<file path="config.mk">
export PLATFORM = sky130hd
export DESIGN_NAME = dlct_timers
export DESIGN_NICKNAME = d
export VERILOG_FILES = /design/src/rtl/dlct_pkg.sv /design/src/rtl/dlct_edge.sv /design/src/rtl/dlct_timers.sv
export SDC_FILE = /design/constraint.sdc
export NUM_CORES = 1
export LEC_CHECK = 0
export BUFFER_PORTS_ARGS = -buffer_cell sky130_fd_sc_hd__buf_2
export CORE_MARGIN = 2
export CORE_UTILIZATION = 38
export CTS_BUF_LIST = sky130_fd_sc_hd__clkbuf_4 sky130_fd_sc_hd__clkbuf_8
export DETAILED_ROUTE_END_ITERATION = 10
export MAX_ROUTING_LAYER = met4
export PLACE_DENSITY = 0.62
export SLEW_MARGIN = 10
export SYNTH_ARGS = -nofsm -noshare
export SYNTH_HDL_FRONTEND = slang
export SYNTH_HIERARCHICAL = 1
export SYNTH_SLANG_ARGS = --single-unit
</file>
<file path="constraint.sdc">
create_clock -name REF_CLK_I -period 4.1 [get_ports REF_CLK_I]
set_input_delay 0.615 -clock REF_CLK_I [delete_from_list [all_inputs] [get_ports REF_CLK_I]]
set_output_delay 0.615 -clock REF_CLK_I [all_outputs]
set_load 0.1 [all_outputs]
</file>
<file path="src/rtl/dlct_pkg.sv">
// package of constants and types for the dual counter/timers
package dlct_pkg;
  // register indices on the plain register port
  localparam logic [3:0] ADDR_CTRL = 4'h0;
  localparam logic [3:0] ADDR_MODE = 4'h1;
  localparam logic [3:0] ADDR_T0L = 4'h2;
  localparam logic [3:0] ADDR_T1L = 4'h3;
  localparam logic [3:0] ADDR_T0H = 4'h4;
  localparam logic [3:0] ADDR_T1H = 4'h5;
  localparam logic [3:0] ADDR_CKSEL = 4'h6;
  localparam logic [3:0] ADDR_IEN = 4'h7;
  // control register fields
  localparam int CTRL_TF1 = 7;
  localparam int CTRL_TR1 = 6;
  localparam int CTRL_TF0 = 5;
  localparam int CTRL_TR0 = 4;
  // mode register: timer 1 in bits 7:4, timer 0 in bits 3:0
  localparam int MODE_T1_LSB = 4;
  localparam int MODE_GATE = 3;
  localparam int MODE_CT = 2;
  // clock select register fields
  localparam int CKSEL_T1M = 4;
  localparam int CKSEL_T0M = 3;
  // interrupt enable register fields
  localparam int IEN_ET1 = 3;
  localparam int IEN_ET0 = 1;
  // external input polarity fields, held in the interrupt enable register
  localparam int IEN_POL0 = 4;
  localparam int IEN_POL1 = 5;
  // reset values
  localparam logic [7:0] RST_BYTE = 8'h00;
  // prescale divisors by field value
  localparam int PRE_DIV0 = 12;
  localparam int PRE_DIV1 = 4;
  localparam int PRE_DIV2 = 48;
  localparam int PRE_W = 6;
  localparam logic [PRE_W-1:0] PRE_CNT0 = 6'(PRE_DIV0 - 1);
  localparam logic [PRE_W-1:0] PRE_CNT1 = 6'(PRE_DIV1 - 1);
  localparam logic [PRE_W-1:0] PRE_CNT2 = 6'(PRE_DIV2 - 1);
  typedef enum logic [1:0] {
    MODE_13BIT,
    MODE_16BIT,
    MODE_8RELOAD,
    MODE_SPLIT
  } dlct_mode_type;
  typedef struct packed {
    logic gate;
    logic count_sel;
    logic [1:0] mode;
  } dlct_tcfg_type;
  typedef struct packed {
    logic [3:0] addr;
    logic [7:0] wdata;
    logic wr;
    logic rd;
  } dlct_bus_type;
endpackage : dlct_pkg

</file>
<file path="src/rtl/dlct_edge.sv">
// two-flop pin sampler with falling-edge pulse
`timescale 1ns/1ns
module dlct_edge
  import dlct_pkg::*;
(
  input wire logic clk_i,
  input wire logic rst_i,
  input wire logic pin_i,
  output logic level_o,
  output logic fall_o
);
  logic meta_q;
  logic sync_q;
  logic last_q;

  // synchronous sampling, first flop read only by second
  always_ff @(posedge clk_i or posedge rst_i) begin
    if (rst_i) begin
      meta_q <= 1'b1;
      sync_q <= 1'b1;
      last_q <= 1'b1;
    end else begin
      meta_q <= pin_i;
      sync_q <= meta_q;
      last_q <= sync_q;
    end
  end

  assign level_o = sync_q;
  assign fall_o = last_q & ~sync_q;

  AST_FALL_ONE: assert property (@(posedge clk_i) disable iff (rst_i)
    fall_o |=> !fall_o) else $error("edge pulse longer than one cycle");
endmodule : dlct_edge

</file>
<file path="src/rtl/dlct_timers.sv">
// two legacy counter/timers with register port
`timescale 1ns/1ns
// Overview of operation
// - both timers: 13, 16, 8-reload; split on first
// - three count clock sources per timer: pin edge, system or prescaled
// - prescaler divides; timer picks divided or system
// - counter mode counts falling event pin edges
// - pin sampled synchronously, up to half rate
// - count held as low and high bytes
// - control register holds run bits and flags
// - overflow irq forwarded only when enabled
// - per-timer mode bits; first split takes second run bit, flag, pin clock
// - 13-bit: high byte msbs, low bits 4:0
// - 13-bit low byte top three bits keep their value
// - 13-bit wrap sets flag, raises irq
// - second timer same 13-bit behaviour
// - count when run and gate clear or input active
// - counter select: pin; else clock select bit
// - 8-bit reload: low counts, high reloads
// - split: high byte uses second run, flag
module dlct_timers
  import dlct_pkg::*;
(
  input wire logic REF_CLK_I,
  input wire logic RST_I,
  input wire logic [3:0] ADDR_I,
  input wire logic [7:0] WDATA_I,
  input wire logic WR_I,
  input wire logic RD_I,
  output logic [7:0] RDATA_O,
  input wire logic FIRST_EVENT_PIN_I,
  input wire logic SECOND_EVENT_PIN_I,
  input wire logic FIRST_EXT_INT_I,
  input wire logic SECOND_EXT_INT_I,
  input wire logic [1:0] PRESCALE_SELECT_I,
  output logic FIRST_IRQ_O,
  output logic SECOND_IRQ_O
);
  dlct_bus_type bus;
  logic [7:0] ctrl_q;
  logic [7:0] mode_q;
  logic [7:0] cksel_q;
  logic [7:0] ien_q;
  logic [7:0] t0l_q;
  logic [7:0] t0h_q;
  logic [7:0] t1l_q;
  logic [7:0] t1h_q;
  logic [7:0] rdata_q;
  logic [PRE_W-1:0] pre_cnt_q;
  logic [PRE_W-1:0] pre_top;
  logic pre_tick;
  logic [1:0] pre_sel_q;
  logic [1:0] pre_meta_q;
  logic ext_meta0_q;
  logic ext_meta1_q;
  logic ext0_q;
  logic ext1_q;
  logic ev0_fall;
  logic ev1_fall;
  dlct_tcfg_type cfg0;
  dlct_tcfg_type cfg1;
  dlct_mode_type m0;
  dlct_mode_type m1;
  logic tick_clk0;
  logic tick_clk1;
  logic inc0;
  logic inc1;
  logic inc0h;
  logic en0;
  logic en1;
  logic ovf0;
  logic ovf1;
  logic ovf0h;
  logic [7:0] t0l_d;
  logic [7:0] t0h_d;
  logic [7:0] t1l_d;
  logic [7:0] t1h_d;

  assign bus = '{addr: ADDR_I, wdata: WDATA_I, wr: WR_I, rd: RD_I};
  assign cfg0 = mode_q[3:0];
  assign cfg1 = mode_q[7:4];
  assign m0 = dlct_mode_type'(cfg0.mode);
  assign m1 = dlct_mode_type'(cfg1.mode);

  // pin samplers for event inputs
  dlct_edge u_ev0 (
    .clk_i(REF_CLK_I),
    .rst_i(RST_I),
    .pin_i(FIRST_EVENT_PIN_I),
    .level_o(),
    .fall_o(ev0_fall)
  );
  dlct_edge u_ev1 (
    .clk_i(REF_CLK_I),
    .rst_i(RST_I),
    .pin_i(SECOND_EVENT_PIN_I),
    .level_o(),
    .fall_o(ev1_fall)
  );

  // external gate inputs and prescale select synchronised
  always_ff @(posedge REF_CLK_I or posedge RST_I) begin
    if (RST_I) begin
      ext_meta0_q <= 1'b0;
      ext_meta1_q <= 1'b0;
      ext0_q <= 1'b0;
      ext1_q <= 1'b0;
      pre_meta_q <= 2'h0;
      pre_sel_q <= 2'h0;
    end else begin
      ext_meta0_q <= FIRST_EXT_INT_I;
      ext_meta1_q <= SECOND_EXT_INT_I;
      ext0_q <= ext_meta0_q;
      ext1_q <= ext_meta1_q;
      pre_meta_q <= PRESCALE_SELECT_I;
      pre_sel_q <= pre_meta_q;
    end
  end

  // shared prescaler; value 3 falls back to divide by 4
  always_comb begin
    if (pre_sel_q == 2'h0) begin
      pre_top = PRE_CNT0;
    end else if (pre_sel_q == 2'h2) begin
      pre_top = PRE_CNT2;
    end else begin
      pre_top = PRE_CNT1;
    end
  end

  always_ff @(posedge REF_CLK_I or posedge RST_I) begin
    if (RST_I) begin
      pre_cnt_q <= '0;
    end else if (pre_cnt_q >= pre_top) begin
      pre_cnt_q <= '0;
    end else begin
      pre_cnt_q <= pre_cnt_q + 6'h01;
    end
  end
  assign pre_tick = (pre_cnt_q >= pre_top);

  // clock source per timer: pin edge, system clock or prescaled
  assign tick_clk0 = cksel_q[CKSEL_T0M] ? 1'b1 : pre_tick;
  assign tick_clk1 = cksel_q[CKSEL_T1M] ? 1'b1 : pre_tick;
  assign en0 = ctrl_q[CTRL_TR0] & (~cfg0.gate | (ext0_q == ien_q[IEN_POL0]));
  assign en1 = ctrl_q[CTRL_TR1] & (~cfg1.gate | (ext1_q == ien_q[IEN_POL1]));
  assign inc0 = en0 & (cfg0.count_sel ? ev0_fall : tick_clk0);
  // split high byte is timer only, run by second run bit
  assign inc0h = ctrl_q[CTRL_TR1] & tick_clk0;
  // second timer stops in split mode, no pin clock when first split
  assign inc1 = en1 & (m1 != MODE_SPLIT) &
    (cfg1.count_sel ? (ev1_fall & (m0 != MODE_SPLIT)) : tick_clk1);

  // first timer count
  always_comb begin
    t0l_d = t0l_q;
    t0h_d = t0h_q;
    ovf0 = 1'b0;
    ovf0h = 1'b0;
    case (m0)
      MODE_13BIT: begin
        if (inc0) begin
          {t0h_d, t0l_d[4:0]} = {t0h_q, t0l_q[4:0]} + 13'h0001;
          ovf0 = (t0h_q == 8'hff) && (t0l_q[4:0] == 5'h1f);
        end
      end
      MODE_16BIT: begin
        if (inc0) begin
          {t0h_d, t0l_d} = {t0h_q, t0l_q} + 16'h0001;
          ovf0 = ({t0h_q, t0l_q} == 16'hffff);
        end
      end
      MODE_8RELOAD: begin
        if (inc0) begin
          ovf0 = (t0l_q == 8'hff);
          t0l_d = ovf0 ? t0h_q : t0l_q + 8'h01;
        end
      end
      default: begin
        if (inc0) begin
          t0l_d = t0l_q + 8'h01;
          ovf0 = (t0l_q == 8'hff);
        end
        if (inc0h) begin
          t0h_d = t0h_q + 8'h01;
          ovf0h = (t0h_q == 8'hff);
        end
      end
    endcase
  end

  // second timer count, 13-bit, 16-bit and 8-bit reload as first, no split form
  always_comb begin
    t1l_d = t1l_q;
    t1h_d = t1h_q;
    ovf1 = 1'b0;
    if (inc1) begin
      case (m1)
        MODE_13BIT: begin
          {t1h_d, t1l_d[4:0]} = {t1h_q, t1l_q[4:0]} + 13'h0001;
          ovf1 = (t1h_q == 8'hff) && (t1l_q[4:0] == 5'h1f);
        end
        MODE_16BIT: begin
          {t1h_d, t1l_d} = {t1h_q, t1l_q} + 16'h0001;
          ovf1 = ({t1h_q, t1l_q} == 16'hffff);
        end
        default: begin
          ovf1 = (t1l_q == 8'hff);
          t1l_d = ovf1 ? t1h_q : t1l_q + 8'h01;
        end
      endcase
    end
  end

  // count registers, byte writes take priority over counting
  always_ff @(posedge REF_CLK_I or posedge RST_I) begin
    if (RST_I) begin
      t0l_q <= RST_BYTE;
      t0h_q <= RST_BYTE;
      t1l_q <= RST_BYTE;
      t1h_q <= RST_BYTE;
    end else begin
      t0l_q <= (bus.wr && bus.addr == ADDR_T0L) ? bus.wdata : t0l_d;
      t0h_q <= (bus.wr && bus.addr == ADDR_T0H) ? bus.wdata : t0h_d;
      t1l_q <= (bus.wr && bus.addr == ADDR_T1L) ? bus.wdata : t1l_d;
      t1h_q <= (bus.wr && bus.addr == ADDR_T1H) ? bus.wdata : t1h_d;
    end
  end

  // control register; overflow set wins over software clear
  always_ff @(posedge REF_CLK_I or posedge RST_I) begin
    if (RST_I) begin
      ctrl_q <= RST_BYTE;
    end else begin
      if (bus.wr && bus.addr == ADDR_CTRL) begin
        ctrl_q <= bus.wdata;
      end
      if (ovf0) begin
        ctrl_q[CTRL_TF0] <= 1'b1;
      end
      // second flag from split high byte or from second timer
      if ((m0 == MODE_SPLIT) ? ovf0h : ovf1) begin
        ctrl_q[CTRL_TF1] <= 1'b1;
      end
    end
  end

  // configuration registers
  always_ff @(posedge REF_CLK_I or posedge RST_I) begin
    if (RST_I) begin
      mode_q <= RST_BYTE;
      cksel_q <= RST_BYTE;
      ien_q <= RST_BYTE;
    end else if (bus.wr) begin
      if (bus.addr == ADDR_MODE) begin
        mode_q <= bus.wdata;
      end else if (bus.addr == ADDR_CKSEL) begin
        cksel_q <= bus.wdata;
      end else if (bus.addr == ADDR_IEN) begin
        ien_q <= bus.wdata;
      end
    end
  end

  // read port, data one cycle after strobe
  always_ff @(posedge REF_CLK_I or posedge RST_I) begin
    if (RST_I) begin
      rdata_q <= RST_BYTE;
    end else if (bus.rd) begin
      if (bus.addr == ADDR_CTRL) begin
        rdata_q <= ctrl_q;
      end else if (bus.addr == ADDR_MODE) begin
        rdata_q <= mode_q;
      end else if (bus.addr == ADDR_T0L) begin
        rdata_q <= t0l_q;
      end else if (bus.addr == ADDR_T1L) begin
        rdata_q <= t1l_q;
      end else if (bus.addr == ADDR_T0H) begin
        rdata_q <= t0h_q;
      end else if (bus.addr == ADDR_T1H) begin
        rdata_q <= t1h_q;
      end else if (bus.addr == ADDR_CKSEL) begin
        rdata_q <= cksel_q;
      end else if (bus.addr == ADDR_IEN) begin
        rdata_q <= ien_q;
      end else begin
        rdata_q <= RST_BYTE;
      end
    end
  end
  assign RDATA_O = rdata_q;

  // interrupt requests gated by enables
  assign FIRST_IRQ_O = ctrl_q[CTRL_TF0] & ien_q[IEN_ET0];
  assign SECOND_IRQ_O = ctrl_q[CTRL_TF1] & ien_q[IEN_ET1];

  // checks on counting, flags, requests and the register port
  AST_IRQ_GATE: assert property (@(posedge REF_CLK_I) disable iff (RST_I)
    (ovf0 && !bus.wr) |=> FIRST_IRQ_O == ien_q[IEN_ET0])
    else $error("first irq does not follow enable");
  AST_IRQ_GATE1: assert property (@(posedge REF_CLK_I) disable iff (RST_I)
    (((m0 == MODE_SPLIT) ? ovf0h : ovf1) && !bus.wr) |=> SECOND_IRQ_O == ien_q[IEN_ET1])
    else $error("second irq does not follow enable");
  AST_FLAG_13: assert property (@(posedge REF_CLK_I) disable iff (RST_I)
    (m0 == MODE_13BIT && inc0 && t0h_q == 8'hff && t0l_q[4:0] == 5'h1f)
    |=> ctrl_q[CTRL_TF0] && t0h_q == 8'h00 && t0l_q[4:0] == 5'h00)
    else $error("13-bit wrap missed");
  AST_RELOAD: assert property (@(posedge REF_CLK_I) disable iff (RST_I)
    (m0 == MODE_8RELOAD && inc0 && t0l_q == 8'hff && !bus.wr)
    |=> t0l_q == $past(t0h_q) && ctrl_q[CTRL_TF0]) else $error("reload wrong");
  AST_STOPPED: assert property (@(posedge REF_CLK_I) disable iff (RST_I)
    (!ctrl_q[CTRL_TR0] && m0 != MODE_SPLIT && !bus.wr)
    |=> $stable({t0h_q, t0l_q})) else $error("count while stopped");
  AST_16WRAP: assert property (@(posedge REF_CLK_I) disable iff (RST_I)
    (m1 == MODE_16BIT && inc1 && {t1h_q, t1l_q} == 16'hffff && m0 != MODE_SPLIT)
    |=> ctrl_q[CTRL_TF1] && {t1h_q, t1l_q} == 16'h0000) else $error("16-bit wrap");
  AST_SPLIT_STOP: assert property (@(posedge REF_CLK_I) disable iff (RST_I)
    (m1 == MODE_SPLIT && !bus.wr) |=> $stable({t1h_q, t1l_q}))
    else $error("second timer runs in split");
  AST_PRE_TICK: assert property (@(posedge REF_CLK_I) disable iff (RST_I)
    (pre_tick && pre_sel_q == 2'h1 && $stable(pre_sel_q)) |=> !pre_tick [*3])
    else $error("prescale spacing wrong");
  AST_EVENT: assert property (@(posedge REF_CLK_I) disable iff (RST_I)
    (m0 == MODE_16BIT && cfg0.count_sel && !ev0_fall && !bus.wr)
    |=> $stable({t0h_q, t0l_q})) else $error("count without pin edge");
  AST_SPLIT_TF1: assert property (@(posedge REF_CLK_I) disable iff (RST_I)
    (m0 == MODE_SPLIT && inc0h && t0h_q == 8'hff && !bus.wr)
    |=> ctrl_q[CTRL_TF1] && t0h_q == 8'h00) else $error("split high byte wrap missed");
  AST_GATE_OFF: assert property (@(posedge REF_CLK_I) disable iff (RST_I)
    (cfg0.gate && ext0_q != ien_q[IEN_POL0] && m0 != MODE_SPLIT && !bus.wr)
    |=> $stable({t0h_q, t0l_q})) else $error("count while gated off");
  AST_13_T1: assert property (@(posedge REF_CLK_I) disable iff (RST_I)
    (m1 == MODE_13BIT && inc1 && m0 != MODE_SPLIT && !bus.wr &&
    t1h_q == 8'hff && t1l_q[4:0] == 5'h1f)
    |=> ctrl_q[CTRL_TF1] && t1h_q == 8'h00 && t1l_q[4:0] == 5'h00)
    else $error("second 13-bit wrap missed");
  AST_SYS_CLK: assert property (@(posedge REF_CLK_I) disable iff (RST_I)
    (m0 == MODE_16BIT && !cfg0.count_sel && cksel_q[CKSEL_T0M] && en0 &&
    t0l_q != 8'hff && !bus.wr) |=> t0l_q == $past(t0l_q) + 8'h01)
    else $error("system clock count wrong");
  AST_EVENT1: assert property (@(posedge REF_CLK_I) disable iff (RST_I)
    (m1 == MODE_16BIT && cfg1.count_sel && !ev1_fall && !bus.wr)
    |=> $stable({t1h_q, t1l_q})) else $error("second count without pin edge");
  AST_RD_MODE: assert property (@(posedge REF_CLK_I) disable iff (RST_I)
    (bus.rd && bus.addr == ADDR_MODE) |=> RDATA_O == $past(mode_q))
    else $error("mode read wrong");
  AST_BYTE_WR: assert property (@(posedge REF_CLK_I) disable iff (RST_I)
    (bus.wr && bus.addr == ADDR_T0L) |=> t0l_q == $past(bus.wdata))
    else $error("low byte write lost");
endmodule : dlct_timers

</file>
* Word-level counts from Yosys, hierarchy flattened *
Index checks and enable logic that the tools add are counted.

word-level totals
  logic and storage cells = 157
  flip-flop bits (word level) = 92
  memory bits (read-only) = 0
  bits in latches = 0
  output and inout bits = 10
  memories = 0
  memory bits (writable) = 0
  input port bits = 22

operators by class
  add/subtract/negate cells = 8
  reduce and logical (&&, ||, !) cells = 26
  $lt $le $gt $ge = 1
  bitwise gates (word level) = 19
  shifts and indexed selects = 0
  divide/modulo/power cells = 0
  eq/ne operators = 29
  multiplexer cells = 48
  multiply operators = 0

operators with widths
  operator                                                          count
  8-bit two-way mux                                                 23
  16-bit by 1-bit adder with 16-bit output (second input constant)  2
  16-bit == test (second input constant)                            2
  8-bit == test (second input constant)                             4
  13-bit by 1-bit adder with 13-bit output (second input constant)  2
  8-bit by 1-bit adder with 8-bit output (second input constant)    3
  8-bit case mux with 3 select lines                                1
  6-bit two-way mux                                                 3
  4-bit by 3-bit == test with 1-bit output (second input constant)  4
  8-bit case mux with 2 select lines                                1
  5-bit case mux with 3 select lines                                1
  1-bit two-way mux                                                 13
  1-bit bitwise AND                                                 11
  5-bit == test (second input constant)                             2
  2-bit != test (second input constant)                             5
  5-bit case mux with 2 select lines                                1
  2-bit nonzero test                                                5
  3-bit case mux with 3 select lines                                1
  4-bit by 2-bit == test with 1-bit output (second input constant)  2
  2-bit AND reduction                                               4
  4-bit AND reduction                                               2
  1-bit logical AND                                                 7
  6-bit by 1-bit adder with 6-bit output (second input constant)    1
  2-bit == test (second input constant)                             3
  16 further kinds                                                  28

* Depth between registers and ports, before layout *
Gate-level depths: netlist (run 1).

  depth after elaboration = 10
  gate-level depth with buffers = 9
  gate-level depth less buffers = 8

* Modules after synthesis *
Netlist (run 1), hierarchy kept.

by module, submodules not included
  module       seq. area each (um^2)  instances  cells an instance  area an instance (um^2)
  dlct_timers  2152.1                 1          553                5303.8
  dlct_edge    78.8                   2          5                  96.3

* Worst setup path before layout (run 1) *
OpenSTA, ideal clock, no wires.

  path kind = register to register
  from = register pre_sel_q[0]
  to = register t0h_q[1]
  path slack = 1.832 ns
  path buffers = 0
  clock period less this slack = 2.268 ns
  cell stages (with the launch flop) = 9
  arrival = 2.194 ns
  library setup time = 0.075 ns
  data required time = 4.025 ns
  cells stage by stage = dfrtp_1 > nand2b_1 > ha_1 > and2_1 > a2111oi_4 > a211o_2 > a21oi_4 > mux2_4 > o21ai_2

between the ends
  longest elaborated chain between the ends = 9
  elaborated cells on any way between the ends = 13
  classes of those cells = order compare: 1; eq/ne: 3; mux: 4; bitwise: 2; reduce/logical: 3

RTL lines
  element                            RTL line            text
  start, declared                    dlct_timers.sv:52   logic [1:0] pre_sel_q;
  start signal, assigned             dlct_timers.sv:116  pre_sel_q <= pre_meta_q;
  2-bit == test                      dlct_timers.sv:124  end else if (pre_sel_q == 2'h2) begin
  6-bit two-way mux                  dlct_timers.sv:124
  6-bit two-way mux (*)              dlct_timers.sv:122  if (pre_sel_q == 2'h0) begin
  6-bit >= comparator (*)            dlct_timers.sv:140  assign pre_tick = (pre_cnt_q >= pre_top);
  1-bit two-way mux (*)              dlct_timers.sv:143  assign tick_clk0 = cksel_q[CKSEL_T0M] ? 1'b1 : pre_tick;
  1-bit two-way mux                  dlct_timers.sv:147  assign inc0 = en0 & (cfg0.count_sel ? ev0_fall : tick_clk0);
  1-bit bitwise AND                  dlct_timers.sv:147
  3-bit != test (no line)            n/a
  4-bit AND reduction (no line) (*)  n/a
  end signal, assigned               dlct_timers.sv:224  t0h_q <= (bus.wr && bus.addr == ADDR_T0H) ? bus.wdata : t0h_d;
  end, declared                      dlct_timers.sv:45   logic [7:0] t0h_q;

Mark *: on every way between the ends. The rest lies on a longest branch, timed or not.
A chain may end at the register's enable or synchronous reset.

* Worst setup path in the final report (run 1) *
  from = register pre_sel_q[0]
  to = register t1l_q[2]

between the ends
  longest elaborated chain between the ends = 8
  elaborated cells on any way between the ends = 9
  classes of those cells = order compare: 1; eq/ne: 1; mux: 4; bitwise: 1; reduce/logical: 2

RTL lines
  element                           RTL line            text
  2-bit == test                     dlct_timers.sv:124
  6-bit two-way mux                 dlct_timers.sv:124
  6-bit two-way mux (*)             dlct_timers.sv:122
  6-bit >= comparator (*)           dlct_timers.sv:140
  1-bit two-way mux (*)             dlct_timers.sv:144  assign tick_clk1 = cksel_q[CKSEL_T1M] ? 1'b1 : pre_tick;
  1-bit two-way mux (*)             dlct_timers.sv:152  (cfg1.count_sel ? (ev1_fall & (m0 != MODE_SPLIT)) : tick_clk1);
  1-bit bitwise AND (*)             dlct_timers.sv:151  assign inc1 = en1 & (m1 != MODE_SPLIT) &
  2-bit nonzero test (no line) (*)  n/a
  end signal, assigned              dlct_timers.sv:225  t1l_q <= (bus.wr && bus.addr == ADDR_T1L) ? bus.wdata : t1l_d;
  end, declared                     dlct_timers.sv:46   logic [7:0] t1l_q;

Marked as above.

==> summary.md, run 1 <==
| Metric | Value |
|---|---|
| Status | `complete, no violations` |
| Vias in the first global route | `about 4.5k` |
| Antenna diodes | `0` |
| Fin. Hold Viols | `0` |
| P_leak | `2.48 nW` |
| Maxcap violations | `0` |
| Final wirelength | `15.2 mm` |
| GP Congestion | `between 0.9 and 1` |
| Commonest non-fill, non-tap cell in the layout | `dfrtp_1` |
| Area contributors post-synth | `dfrtp_1, mux2_2, mux2i_1` |
| Syn Area/Cell | `9.76 um^2` |
| Final cycle utilization of the critical path | `0.612` |
| Least-Margin Pin Slew | `approximately 0.86 ns` |
| DP HPWL | `~11 mm` |
| Critical Path Source | `pre_sel_q[0]` |
| HP Class | `in2async` |
| Max stage delay on crit path | `between 0.4 and 0.5 ns` |
| Initial Utilization | `0.393` |
| 1st-pass router iterations | `5` |
| Worst setup margin | `around 1.6 ns` |
| Initial antenna violation count | `0` |
| Top-area cell type share of the netlist area | `0.392` |
| Overall Global Routing Usage | `0.209` |
| Max VDD drop | `around 0.35 mV` |
| Largest net degree at the start of global routing | `between 40 and 50` |
| Max FO, Critical Path | `11` |
| Reg2reg path depth | `9` |
| Synthesized area | `5500 um^2` |
| Fin Setup TNS | `0 ns` |
| FP Rows | `43` |
| Arr. time, crit path | `2.79 ns` |
| Vias | `about 4.5k` |
| Hold Slack | `about 0.29 ns` |
| Final Instance Count excl. Fillers | `768` |
| DRT antenna net count | `0` |
| # setup viols final | `0` |
| Synth Instances | `approximately 560` |
| Final instance area | `5980 um^2` |
| Sink Count | `92` |
| Cts bufs inserted | `9` |
| Slew margin rel. | `0.425` |
| CP Buf/Inv Count | `1` |
| Ys flop type | `dfrtp_1` |
| Num ports | `32` |
| Final Max Tran Viols | `0` |
| Initial DRC Count | `351` |
| H-tree depth | `3` |
| Die height | `between 100 and 150 um` |
| RR Endpoint | `t1l_q[2]` |
| Worst R2R Setup Slack | `roughly 1.6 ns` |
| CTS max path bufs | `2` |
| Post-synth cell types | `69` |
| Layout fillers | `between 1k and 1.5k` |
| Chip width | `roughly 120 um` |
| Worst clock skew | `0.00921 ns` |
| Ratio of cells with drive above 1 in the final layout | `0.201` |
| FF-to-FF Start | `pre_sel_q[0]` |
| Worst EP required | `between 4 and 5 ns` |
| I/O Buffers | `31` |
| CTS tree | `yes` |
| Area of the die | `15400 um^2` |
| Setup CP Type | `reg2reg` |
| Sequential fraction of the synthesis area | `0.420` |
| Synth Register Bits | `92` |
| First-pass GRT wire length | `about 25 mm` |
| Core Region | `between 10000 and 15000 um^2` |
| Warnings from Yosys | `6` |
| Final Power | `3.51 mW` |
| Critical path's top delay family | `simple AND/OR/NAND/NOR gates` |
| Setup Buffers After CTS | `0` |
| DP Area | `5790 um^2` |
| Worst path depth | `9` |
| Syn Nets | `between 500 and 600` |
| Clock insertion delay at the later pin of the skew report | `0.39 ns` |
| Cell Count Post-Placement | `752` |
| CTS clock-pin slew for the worst setup and hold paths | `approximately 0.09 ns` |
| Cell taking the most area after synthesis | `dfrtp_1` |
| EDFF count, synth | `0` |
| Via density | `roughly 5.9` |
| Final #Nets | `roughly 620` |
| Setup crit end kind | `register` |
| Global route overflow | `0` |
| RSZ-0062 raised after global routing | `no` |
| Avg WL per Cell | `19.8 um` |
| Cts-stage hold buffer count | `0` |
| Clock root buffer | `clkbuf_8` |
| Crit-path slowest cell | `or3_1` |
| Post-synth ARST share | `1.00` |
| Power Density | `around 590 nW/um^2` |
| Commonest cells after routing, fill and taps aside | `dfrtp_1, nand2_1, nor2_1` |
| Post-route DRC | `0` |
| Area Overhead vs Synth | `8.83%` |
| CP Cell Sequence | `nand2b_1, ha_1, or3_1, a211oi_4, a211oi_2, buf_4, nand2_1, mux2_1, mux2_2` |
| Minimum clock period | `between 2 and 3 ns` |
| Fmax | `about 400 MHz` |
| Worst setup SP type | `register` |
| Post-CTS sizing | `0` |
| CP Capture Point | `t1l_q[2]` |
| Final core occ | `0.428` |
| Pre-CTS setup slack | `between 1.5 and 2 ns` |
[cells by family after synthesis]
group / synth area share
AOI/OAI and AO/OA: 0.169
xor gates and xnor gates: 0.0335
adders and majority gates: 0.0319
buffers and inverters: 0.0321
DFF: 0.420
muxes: 0.130
and+or+nand+nor: 0.183
[power breakdown]
part	internal (mW)	leakage (nW)	total (mW)	switching, mW
sequential	1.16	1.10	1.56	0.398
combinational	0.572	1.28	1.33	0.761
clock	0.280	0.0992	0.621	0.341
[worst min path at each step]
stage | start | to | cells past startpoint | slack, ns
floorplan | ext_meta0_q | ext0_q | 0 | 0.33
global placement | ext_meta0_q | ext0_q | 0 | 0.33
detailed placement | pre_meta_q[0] | pre_sel_q[0] | 0 | 0.34
CTS | RST_I | u_ev0/last_q | 2 | 0.29
global route | RST_I | u_ev1/level_o | 2 | 0.31
finish | RST_I | u_ev0/last_q | 2 | 0.29
[state kept, by name, summed over array words and instances (netlist names), 2 cells and up]
name        count
t0l_q           8
RDATA_O         8
t1l_q           8
pre_cnt_q       6
t1h_q           8
ien_q           8
ctrl_q          8
t0h_q           8
cksel_q         8
pre_meta_q      2
pre_sel_q       2
mode_q          8
[metal layers]
layer | up-vias | part of all wire | GRT usage
met1 | 2237 | 0.45 | 0.275
li1 | 2088 | - | -
met4 | 0 | 0.029 | 0.0925
met3 | 32 | 0.054 | 0.0314
met2 | 153 | 0.47 | 0.320
met5 | - | 0 | -
[layout make-up]
type,count,area [um^2],share of cell area
multi-input cells,429,3010,0.503
clock buffers,9,124,0.0207
clock inverters,7,66.3,0.0111
flip-flops and latches,92,2310,0.386
inverters,16,61.3,0.0102
well taps,180,225,0.0376
repair buffers,35,185,0.0310
[synthesized netlist by cell type, types with 4 or more instances]
library cell,count
inv_1,15
a211oi_1,4
a31oi_1,5
and4_1,4
nand3b_1,4
a221oi_1,4
buf_2,9
clkbuf_1,13
and2_1,5
o21ai_0,28
mux2_2,34
nor4_1,4
mux2i_1,24
o22ai_1,6
o211ai_1,5
a21oi_1,36
nand4_1,5
xnor2_1,10
ha_1,14
and3_1,10
nor2b_1,11
nand3_1,26
a22oi_1,5
nand2b_1,7
nand2_1,51
or3_1,5
dfrtp_1,86
dfstp_2,6
nor3_1,10
a21o_1,5
nor2_1,39
o21ai_1,13
xor2_1,11
(Power assumes the default switching activity.)
==> inputs of run 2 (changes only) <==
--- a/config.mk
+++ b/config.mk
@@ -5,6 +5,7 @@
 export SDC_FILE = /design/constraint.sdc
 export NUM_CORES = 1
 export LEC_CHECK = 0
+export ABC_AREA = 1
 export BUFFER_PORTS_ARGS = -buffer_cell sky130_fd_sc_hd__buf_2
 export CORE_MARGIN = 2
 export CORE_UTILIZATION = 38
==> constraint.sdc (replaced) <==
create_clock -name REF_CLK_I -period 2.5 [get_ports REF_CLK_I]
set_input_delay 0.375 -clock REF_CLK_I [delete_from_list [all_inputs] [get_ports REF_CLK_I]]
set_output_delay 0.375 -clock REF_CLK_I [all_outputs]
set_load 0.1 [all_outputs]
==> summary.md, run 2 <==
| Metric | Value |
|---|---|
| Status | `complete, no violations (unchanged)` |
| Syn Nets | `923 (was 599)` |
| Max VDD drop | `0.427 mV (was 0.346 mV)` |
| Pre-CTS setup slack | `0.310 ns (was 1.60 ns)` |
| Chip width | `131 um (was 124 um)` |
| Global route overflow | `0 (unchanged)` |
| Synthesized area | `6150 um^2 (was 5500 um^2)` |
| Final Max Tran Viols | `0 (unchanged)` |
| Final wirelength | `18.5 mm (was 15.2 mm)` |
| Vias in the first global route | `5479 (was 4481)` |
| Top-area cell type share of the netlist area | `0.350 (was 0.392)` |
| Final #Nets | `953 (was 619)` |
| I/O Buffers | `31 (unchanged)` |
| H-tree depth | `3 (unchanged)` |
| Power Density | `871 nW/um^2 (was 587 nW/um^2)` |
| Warnings from Yosys | `6 (unchanged)` |
| Top post-synthesis cells by count | `nand2_1, inv_1, dfrtp_1 (was dfrtp_1, nand2_1, nor2_1)` |
| RSZ-0062 raised after global routing | `no (unchanged)` |
| Maxcap violations | `0 (unchanged)` |
| Post-synth ARST share | `1.00 (unchanged)` |
| Worst EP required | `2.78 ns (was 4.39 ns)` |
| Worst clock skew | `0.0112 ns (was 0.00921 ns)` |
| Overall Global Routing Usage | `0.227 (was 0.209)` |
| Slew margin rel. | `0.598 (was 0.425)` |
| Fin. Hold Viols | `0 (unchanged)` |
| Ratio of cells with drive above 1 in the final layout | `0.132 (was 0.201)` |
| Commonest non-fill, non-tap cell in the layout | `nand2_1 (was dfrtp_1)` |
| Fin Setup TNS | `0 ns (unchanged)` |
| Synth Instances | `887 (was 563)` |
| # setup viols final | `0 (unchanged)` |
| Synth Register Bits | `92 (unchanged)` |
| Arr. time, crit path | `2.49 ns (was 2.79 ns)` |
| CTS clock-pin slew for the worst setup and hold paths | `0.10 ns (was 0.09 ns)` |
| Syn Area/Cell | `6.94 um^2 (was 9.76 um^2)` |
| Routed wl met2 | `8.10 mm (was 7.10 mm)` |
| DP HPWL | `13.8 mm (was 11.0 mm)` |
| DP Area | `6540 um^2 (was 5790 um^2)` |
| Setup CP Type | `reg2reg (unchanged)` |
| DRT antenna net count | `0 (unchanged)` |
| Commonest cells after routing, fill and taps aside | `nand2_1, inv_1, dfrtp_1 (was dfrtp_1, nand2_1, nor2_1)` |
| Ys flop type | `dfrtp_1 (unchanged)` |
| WL met1 | `8.50 mm (was 6.82 mm)` |
| Clock root buffer | `clkbuf_8 (unchanged)` |
| Largest net degree at the start of global routing | `87 (was 46)` |
| Register Area | `2310 um^2 (unchanged)` |
| Area of the die | `17200 um^2 (was 15400 um^2)` |
| Final cycle utilization of the critical path | `0.880 (was 0.612)` |
| Final instance area | `6740 um^2 (was 5980 um^2)` |
| Vias | `5962 (was 4510)` |
| WL met3 | `1.19 mm (was 825 um)` |
| Max FO, Critical Path | `9 (was 11)` |
| Area contributors post-synth | `dfrtp_1, nand2_1, inv_1 (was dfrtp_1, mux2_2, mux2i_1)` |
| Post-synth cell types | `44 (was 69)` |
| Post-route DRC | `0 (unchanged)` |
| Final Power | `5.87 mW (was 3.51 mW)` |
| Die height | `131 um (was 124 um)` |
| Core Region | `15900 um^2 (was 14000 um^2)` |
| GP Congestion | `0.927 (was 0.949)` |
| Top Layer Used | `met4 (unchanged)` |
| CTS max path bufs | `2 (unchanged)` |
| FP Rows | `46 (was 43)` |
| Cts bufs inserted | `9 (unchanged)` |
| Area Overhead vs Synth | `9.49% (was 8.83%)` |
| Cell taking the most area after synthesis | `dfrtp_1 (unchanged)` |
| Count leader, synth | `nand2_1 (was dfrtp_1)` |
| Via density | `5.24 (was 5.87)` |
| Sequential fraction of the synthesis area | `0.375 (was 0.420)` |
| Antenna diodes | `0 (unchanged)` |
| CTS tree | `yes (unchanged)` |
| EDFF count, synth | `0 (unchanged)` |
| Worst setup SP type | `register (unchanged)` |
| Worst setup margin | `0.299 ns (was 1.59 ns)` |
| Initial antenna violation count | `0 (unchanged)` |
| Initial DRC Count | `469 (was 351)` |
| Fmax | `454 MHz (was 399 MHz)` |
| Multi-input logic area | `3310 um^2 (was 3010 um^2)` |
| Cts-stage hold buffer count | `0 (unchanged)` |
| Avg WL per Cell | `16.2 um (was 19.8 um)` |
| Sink Count | `92 (unchanged)` |
| 1st-pass router iterations | `8 (was 5)` |
| Post-CTS sizing | `0 (unchanged)` |
| Setup Buffers After CTS | `0 (unchanged)` |
| Minimum clock period | `2.20 ns (was 2.51 ns)` |
| P_leak | `3.35 nW (was 2.48 nW)` |
| Least-Margin Pin Slew | `0.597 ns (was 0.860 ns)` |
| Setup crit end kind | `register (unchanged)` |
| Initial Utilization | `0.387 (was 0.393)` |
| First-pass GRT wire length | `30.0 mm (was 24.6 mm)` |
| HP Class | `in2async (unchanged)` |
| Clock insertion delay at the later pin of the skew report | `0.39 ns (about the same)` |
| Layout fillers | `1704 (was 1400)` |
| Num ports | `32 (unchanged)` |
-- run 2: final timing paths --
| kind | slack, ns | cells after the start | end | startpoint |
|---|---|---|---|---|
| worst min register to register | 0.36 | 0 | ext0_q | ext_meta0_q |
| max in group asynchronous | 2.02 | 3 | t0h_q[7] | RST_I |
| worst min-delay path | 0.04 | 2 | u_ev0/meta_q | RST_I |
| worst max-delay path | 0.30 | 11 | t0h_q[6] | pre_sel_q[0] |
| worst max register to register | 0.30 | 11 | t0h_q[6] | pre_sel_q[0] |
| min in group REF_CLK_I | 0.07 | 1 | u_ev0/meta_q | FIRST_EVENT_PIN_I |
-- run 2: worst max-delay path, stage by stage, from the launching register on --
cell	delay (ns)
dfrtp_1	0.39
inv_1	0.05
nand2_1	0.07
ha_1	0.30
a21oi_1	0.23
nand4_1	0.21
o21bai_2	0.34
nand2_2	0.11
nand2_4	0.16
nand2_4	0.10
nand2_1	0.09
nand2_1	0.05
-- run 2: cell families after synthesis --
group / synth area share
flip-flops: 0.375
XOR/XNOR: 0.0199
adder cells (fa/ha/maj): 0.0285
buffers and inverters: 0.0866
AND/OR/NAND/NOR: 0.360
AO/OA/AOI/OAI: 0.129
-- run 2: layer usage --
metal	GRT usage	vias to the layer above
li1	-	2919
met1	0.309	2766
met2	0.341	226
met3	0.0282	51
met4	0.0960	0
met5	-	-
-- run 2: stage by stage --
step	hold WS [ns]	util	std cells
2_1_floorplan	0.308	-	887
3_3_place_gp	0.333	0.412	1122
3_5_place_dp	0.337	0.412	1122
4_1_cts	0.0505	0.424	1138
5_1_grt	0.0605	0.424	1138
6_report	0.0434	0.424	1138
-- run 2: power by group --
part | total (mW) | switching [mW] | internal (mW)
clock network | 1.01 | 0.601 | 0.407
registers | 2.48 | 0.594 | 1.89
logic | 2.38 | 1.61 | 0.766
-- run 2: area by class of cell --
class                   count  area share
clock inverters             6     0.00854
repair buffers             37      0.0316
inverters                 116      0.0652
flip-flops and latches     92       0.343
multi-input cells         661       0.491
well taps                 216      0.0401
clock buffers              10      0.0204
==> inputs of run 3 (changes only) <==
--- a/config.mk
+++ b/config.mk
@@ -11,7 +11,6 @@
 export CORE_UTILIZATION = 38
 export CTS_BUF_LIST = sky130_fd_sc_hd__clkbuf_4 sky130_fd_sc_hd__clkbuf_8
 export DETAILED_ROUTE_END_ITERATION = 10
-export MAX_ROUTING_LAYER = met4
 export PLACE_DENSITY = 0.62
 export SLEW_MARGIN = 10
 export SYNTH_ARGS = -nofsm -noshare
==> summary.md, run 3 (synthesis gave the netlist of run 2 again) <==
| Metric | Value |
|---|---|
| Vias in the first global route | `5446 (was 5479)` |
| Via density | `5.21 (was 5.24)` |
| Fin. Hold Viols | `0 (unchanged)` |
| RSZ-0062 raised after global routing | `no (unchanged)` |
| Fmax | `456 MHz (was 454 MHz)` |
| Max VDD drop | `0.401 mV (was 0.427 mV)` |
| Worst setup margin | `0.306 ns (was 0.299 ns)` |
| Clock insertion delay at the later pin of the skew report | `0.39 ns (about the same)` |
| Avg WL per Cell | `16.2 um (about the same)` |
| GP Congestion | `0.927 (about the same)` |
| I/O Buffers | `31 (unchanged)` |
| Clock root buffer | `clkbuf_8 (unchanged)` |
| Num ports | `32 (unchanged)` |
| Setup Buffers After CTS | `0 (unchanged)` |
| Least-Margin Pin Slew | `0.604 ns (was 0.597 ns)` |
| Pre-CTS setup slack | `0.344 ns (was 0.310 ns)` |
| Minimum clock period | `2.19 ns (was 2.20 ns)` |
| Max FO, Critical Path | `9 (unchanged)` |
| Initial antenna violation count | `0 (unchanged)` |
| Worst EP required | `2.78 ns (about the same)` |
| Slew margin rel. | `0.594 (was 0.598)` |
| Initial DRC Count | `544 (was 469)` |
| Largest net degree at the start of global routing | `64 (was 87)` |
| Commonest non-fill, non-tap cell in the layout | `nand2_1 (unchanged)` |
| Maxcap violations | `0 (unchanged)` |
| Worst clock skew | `0.0178 ns (was 0.0112 ns)` |
| DRT antenna net count | `0 (unchanged)` |
| Die height | `131 um (unchanged)` |
| Hold Slack | `0.0441 ns (was 0.0434 ns)` |
| Overall Global Routing Usage | `0.217 (was 0.227)` |
| P_leak | `3.36 nW (was 3.35 nW)` |
| Fin Setup TNS | `0 ns (unchanged)` |
| H-tree depth | `3 (unchanged)` |
| Final wirelength | `18.4 mm (was 18.5 mm)` |
| Final cycle utilization of the critical path | `0.878 (was 0.880)` |
| Setup CP Type | `reg2reg (unchanged)` |
| Reg2reg path depth | `11 (unchanged)` |
| Antenna diodes | `0 (unchanged)` |
| Final Max Tran Viols | `0 (unchanged)` |
| Post-CTS sizing | `0 (unchanged)` |
| HP Class | `in2async (unchanged)` |
| Ratio of cells with drive above 1 in the final layout | `0.133 (was 0.132)` |
| Cts-stage hold buffer count | `0 (unchanged)` |
| Final Power | `5.97 mW (was 5.87 mW)` |
| Global route overflow | `0 (unchanged)` |
| Initial Utilization | `0.387 (unchanged)` |
| Commonest cells after routing, fill and taps aside | `nand2_1, inv_1, dfrtp_1 (unchanged)` |
| First-pass GRT wire length | `29.5 mm (was 30.0 mm)` |
| Power Density | `881 nW/um^2 (was 871 nW/um^2)` |
| # setup viols final | `0 (unchanged)` |
| Final #Nets | `954 (was 953)` |
| Worst setup SP type | `register (unchanged)` |
| FP Rows | `46 (unchanged)` |
| DP HPWL | `13.9 mm (was 13.8 mm)` |
| Chip width | `131 um (unchanged)` |
| Area of the die | `17200 um^2 (unchanged)` |
| Worst R2R Setup Slack | `0.31 ns (was 0.30 ns)` |
| Arr. time, crit path | `2.47 ns (was 2.49 ns)` |
| Setup crit end kind | `register (unchanged)` |
| Core Region | `15900 um^2 (unchanged)` |
| Post-route DRC | `0 (unchanged)` |
| FF-to-FF Start | `pre_sel_q[0] (unchanged)` |
| Area Overhead vs Synth | `10.0% (was 9.49%)` |
| Vias | `5933 (was 5962)` |
| Status | `complete, no violations (unchanged)` |
| CTS max path bufs | `2 (unchanged)` |
| CTS tree | `yes (unchanged)` |
| 1st-pass router iterations | `5 (was 8)` |
| Sink Count | `92 (unchanged)` |
| CTS clock-pin slew for the worst setup and hold paths | `0.10 ns (about the same)` |
| RR Endpoint | `t0h_q[7] (was t0h_q[6])` |
| Cts bufs inserted | `9 (unchanged)` |
==> run 3: changes by cell type in the layout (fill, tap and decap cells not counted), sizes merged <==
| cell | before | now |
|---|---|---|
| buf | 37 | 38 |
| bufinv | 0 | 1 |
| clkbuf | 10 | 9 |
==> run 3: per-stage QoR <==
step | std cells | area (um^2) | util
floorplan | 887 | 6160 | -
global placement | 1123 | 6550 | 0.412
detailed placement | 1123 | 6550 | 0.412
CTS | 1139 | 6770 | 0.426
global route | 1139 | 6770 | 0.426
finish | 1139 | 6770 | 0.426
==> run 3: final cells by class <==
cell class | count | area (um^2)
inverter | 116 | 439
multi-input combinational | 661 | 3310
clock buffer | 9 | 124
clock inverter | 7 | 96.3
fill | 1714 | 9110
tap | 216 | 270
timing repair buffer | 38 | 220
sequential | 92 | 2310
==> run 3: report_power, final <==
group | internal, mW | total (mW) | leakage (nW) | switching (mW)
logic | 0.776 | 2.42 | 2.11 | 1.65
registers | 1.89 | 2.46 | 1.15 | 0.569
clock network | 0.487 | 1.09 | 0.106 | 0.602
total | 3.15 | 5.97 | 3.36 | 2.82
==> run 3: worst max-delay path by stage <==
stage	start	endpoint	slack [ns]
floorplan	pre_sel_q[0]	t0h_q[7]	0.69
global placement	pre_sel_q[0]	t0h_q[7]	0.40
detailed placement	pre_sel_q[0]	t0h_q[7]	0.34
CTS	pre_sel_q[0]	t0h_q[7]	0.31
global route	pre_sel_q[0]	t0h_q[1]	0.10
finish	pre_sel_q[0]	t0h_q[7]	0.31
==> run 3: critical path: stages, from the launching register on <==
cell and delay (ns):
dfrtp_1 0.39, inv_1 0.05, nand2_1 0.06, ha_1 0.29, a21oi_1 0.24, nand4_1 0.25, o21bai_2 0.33, nand2_2 0.10
nand2_4 0.15, nand2_4 0.10, nand2_1 0.08, nand2_1 0.05
==> run 3: routing by layer <==
layer / wire, um / vias up / GRT usage
met5: 0 / - / 0
li1: - / 2926 / -
met2: 8420 / 213 / 0.349
met4: 519 / 0 / 0.0864
met3: 1200 / 32 / 0.0262
met1: 8280 / 2762 / 0.299
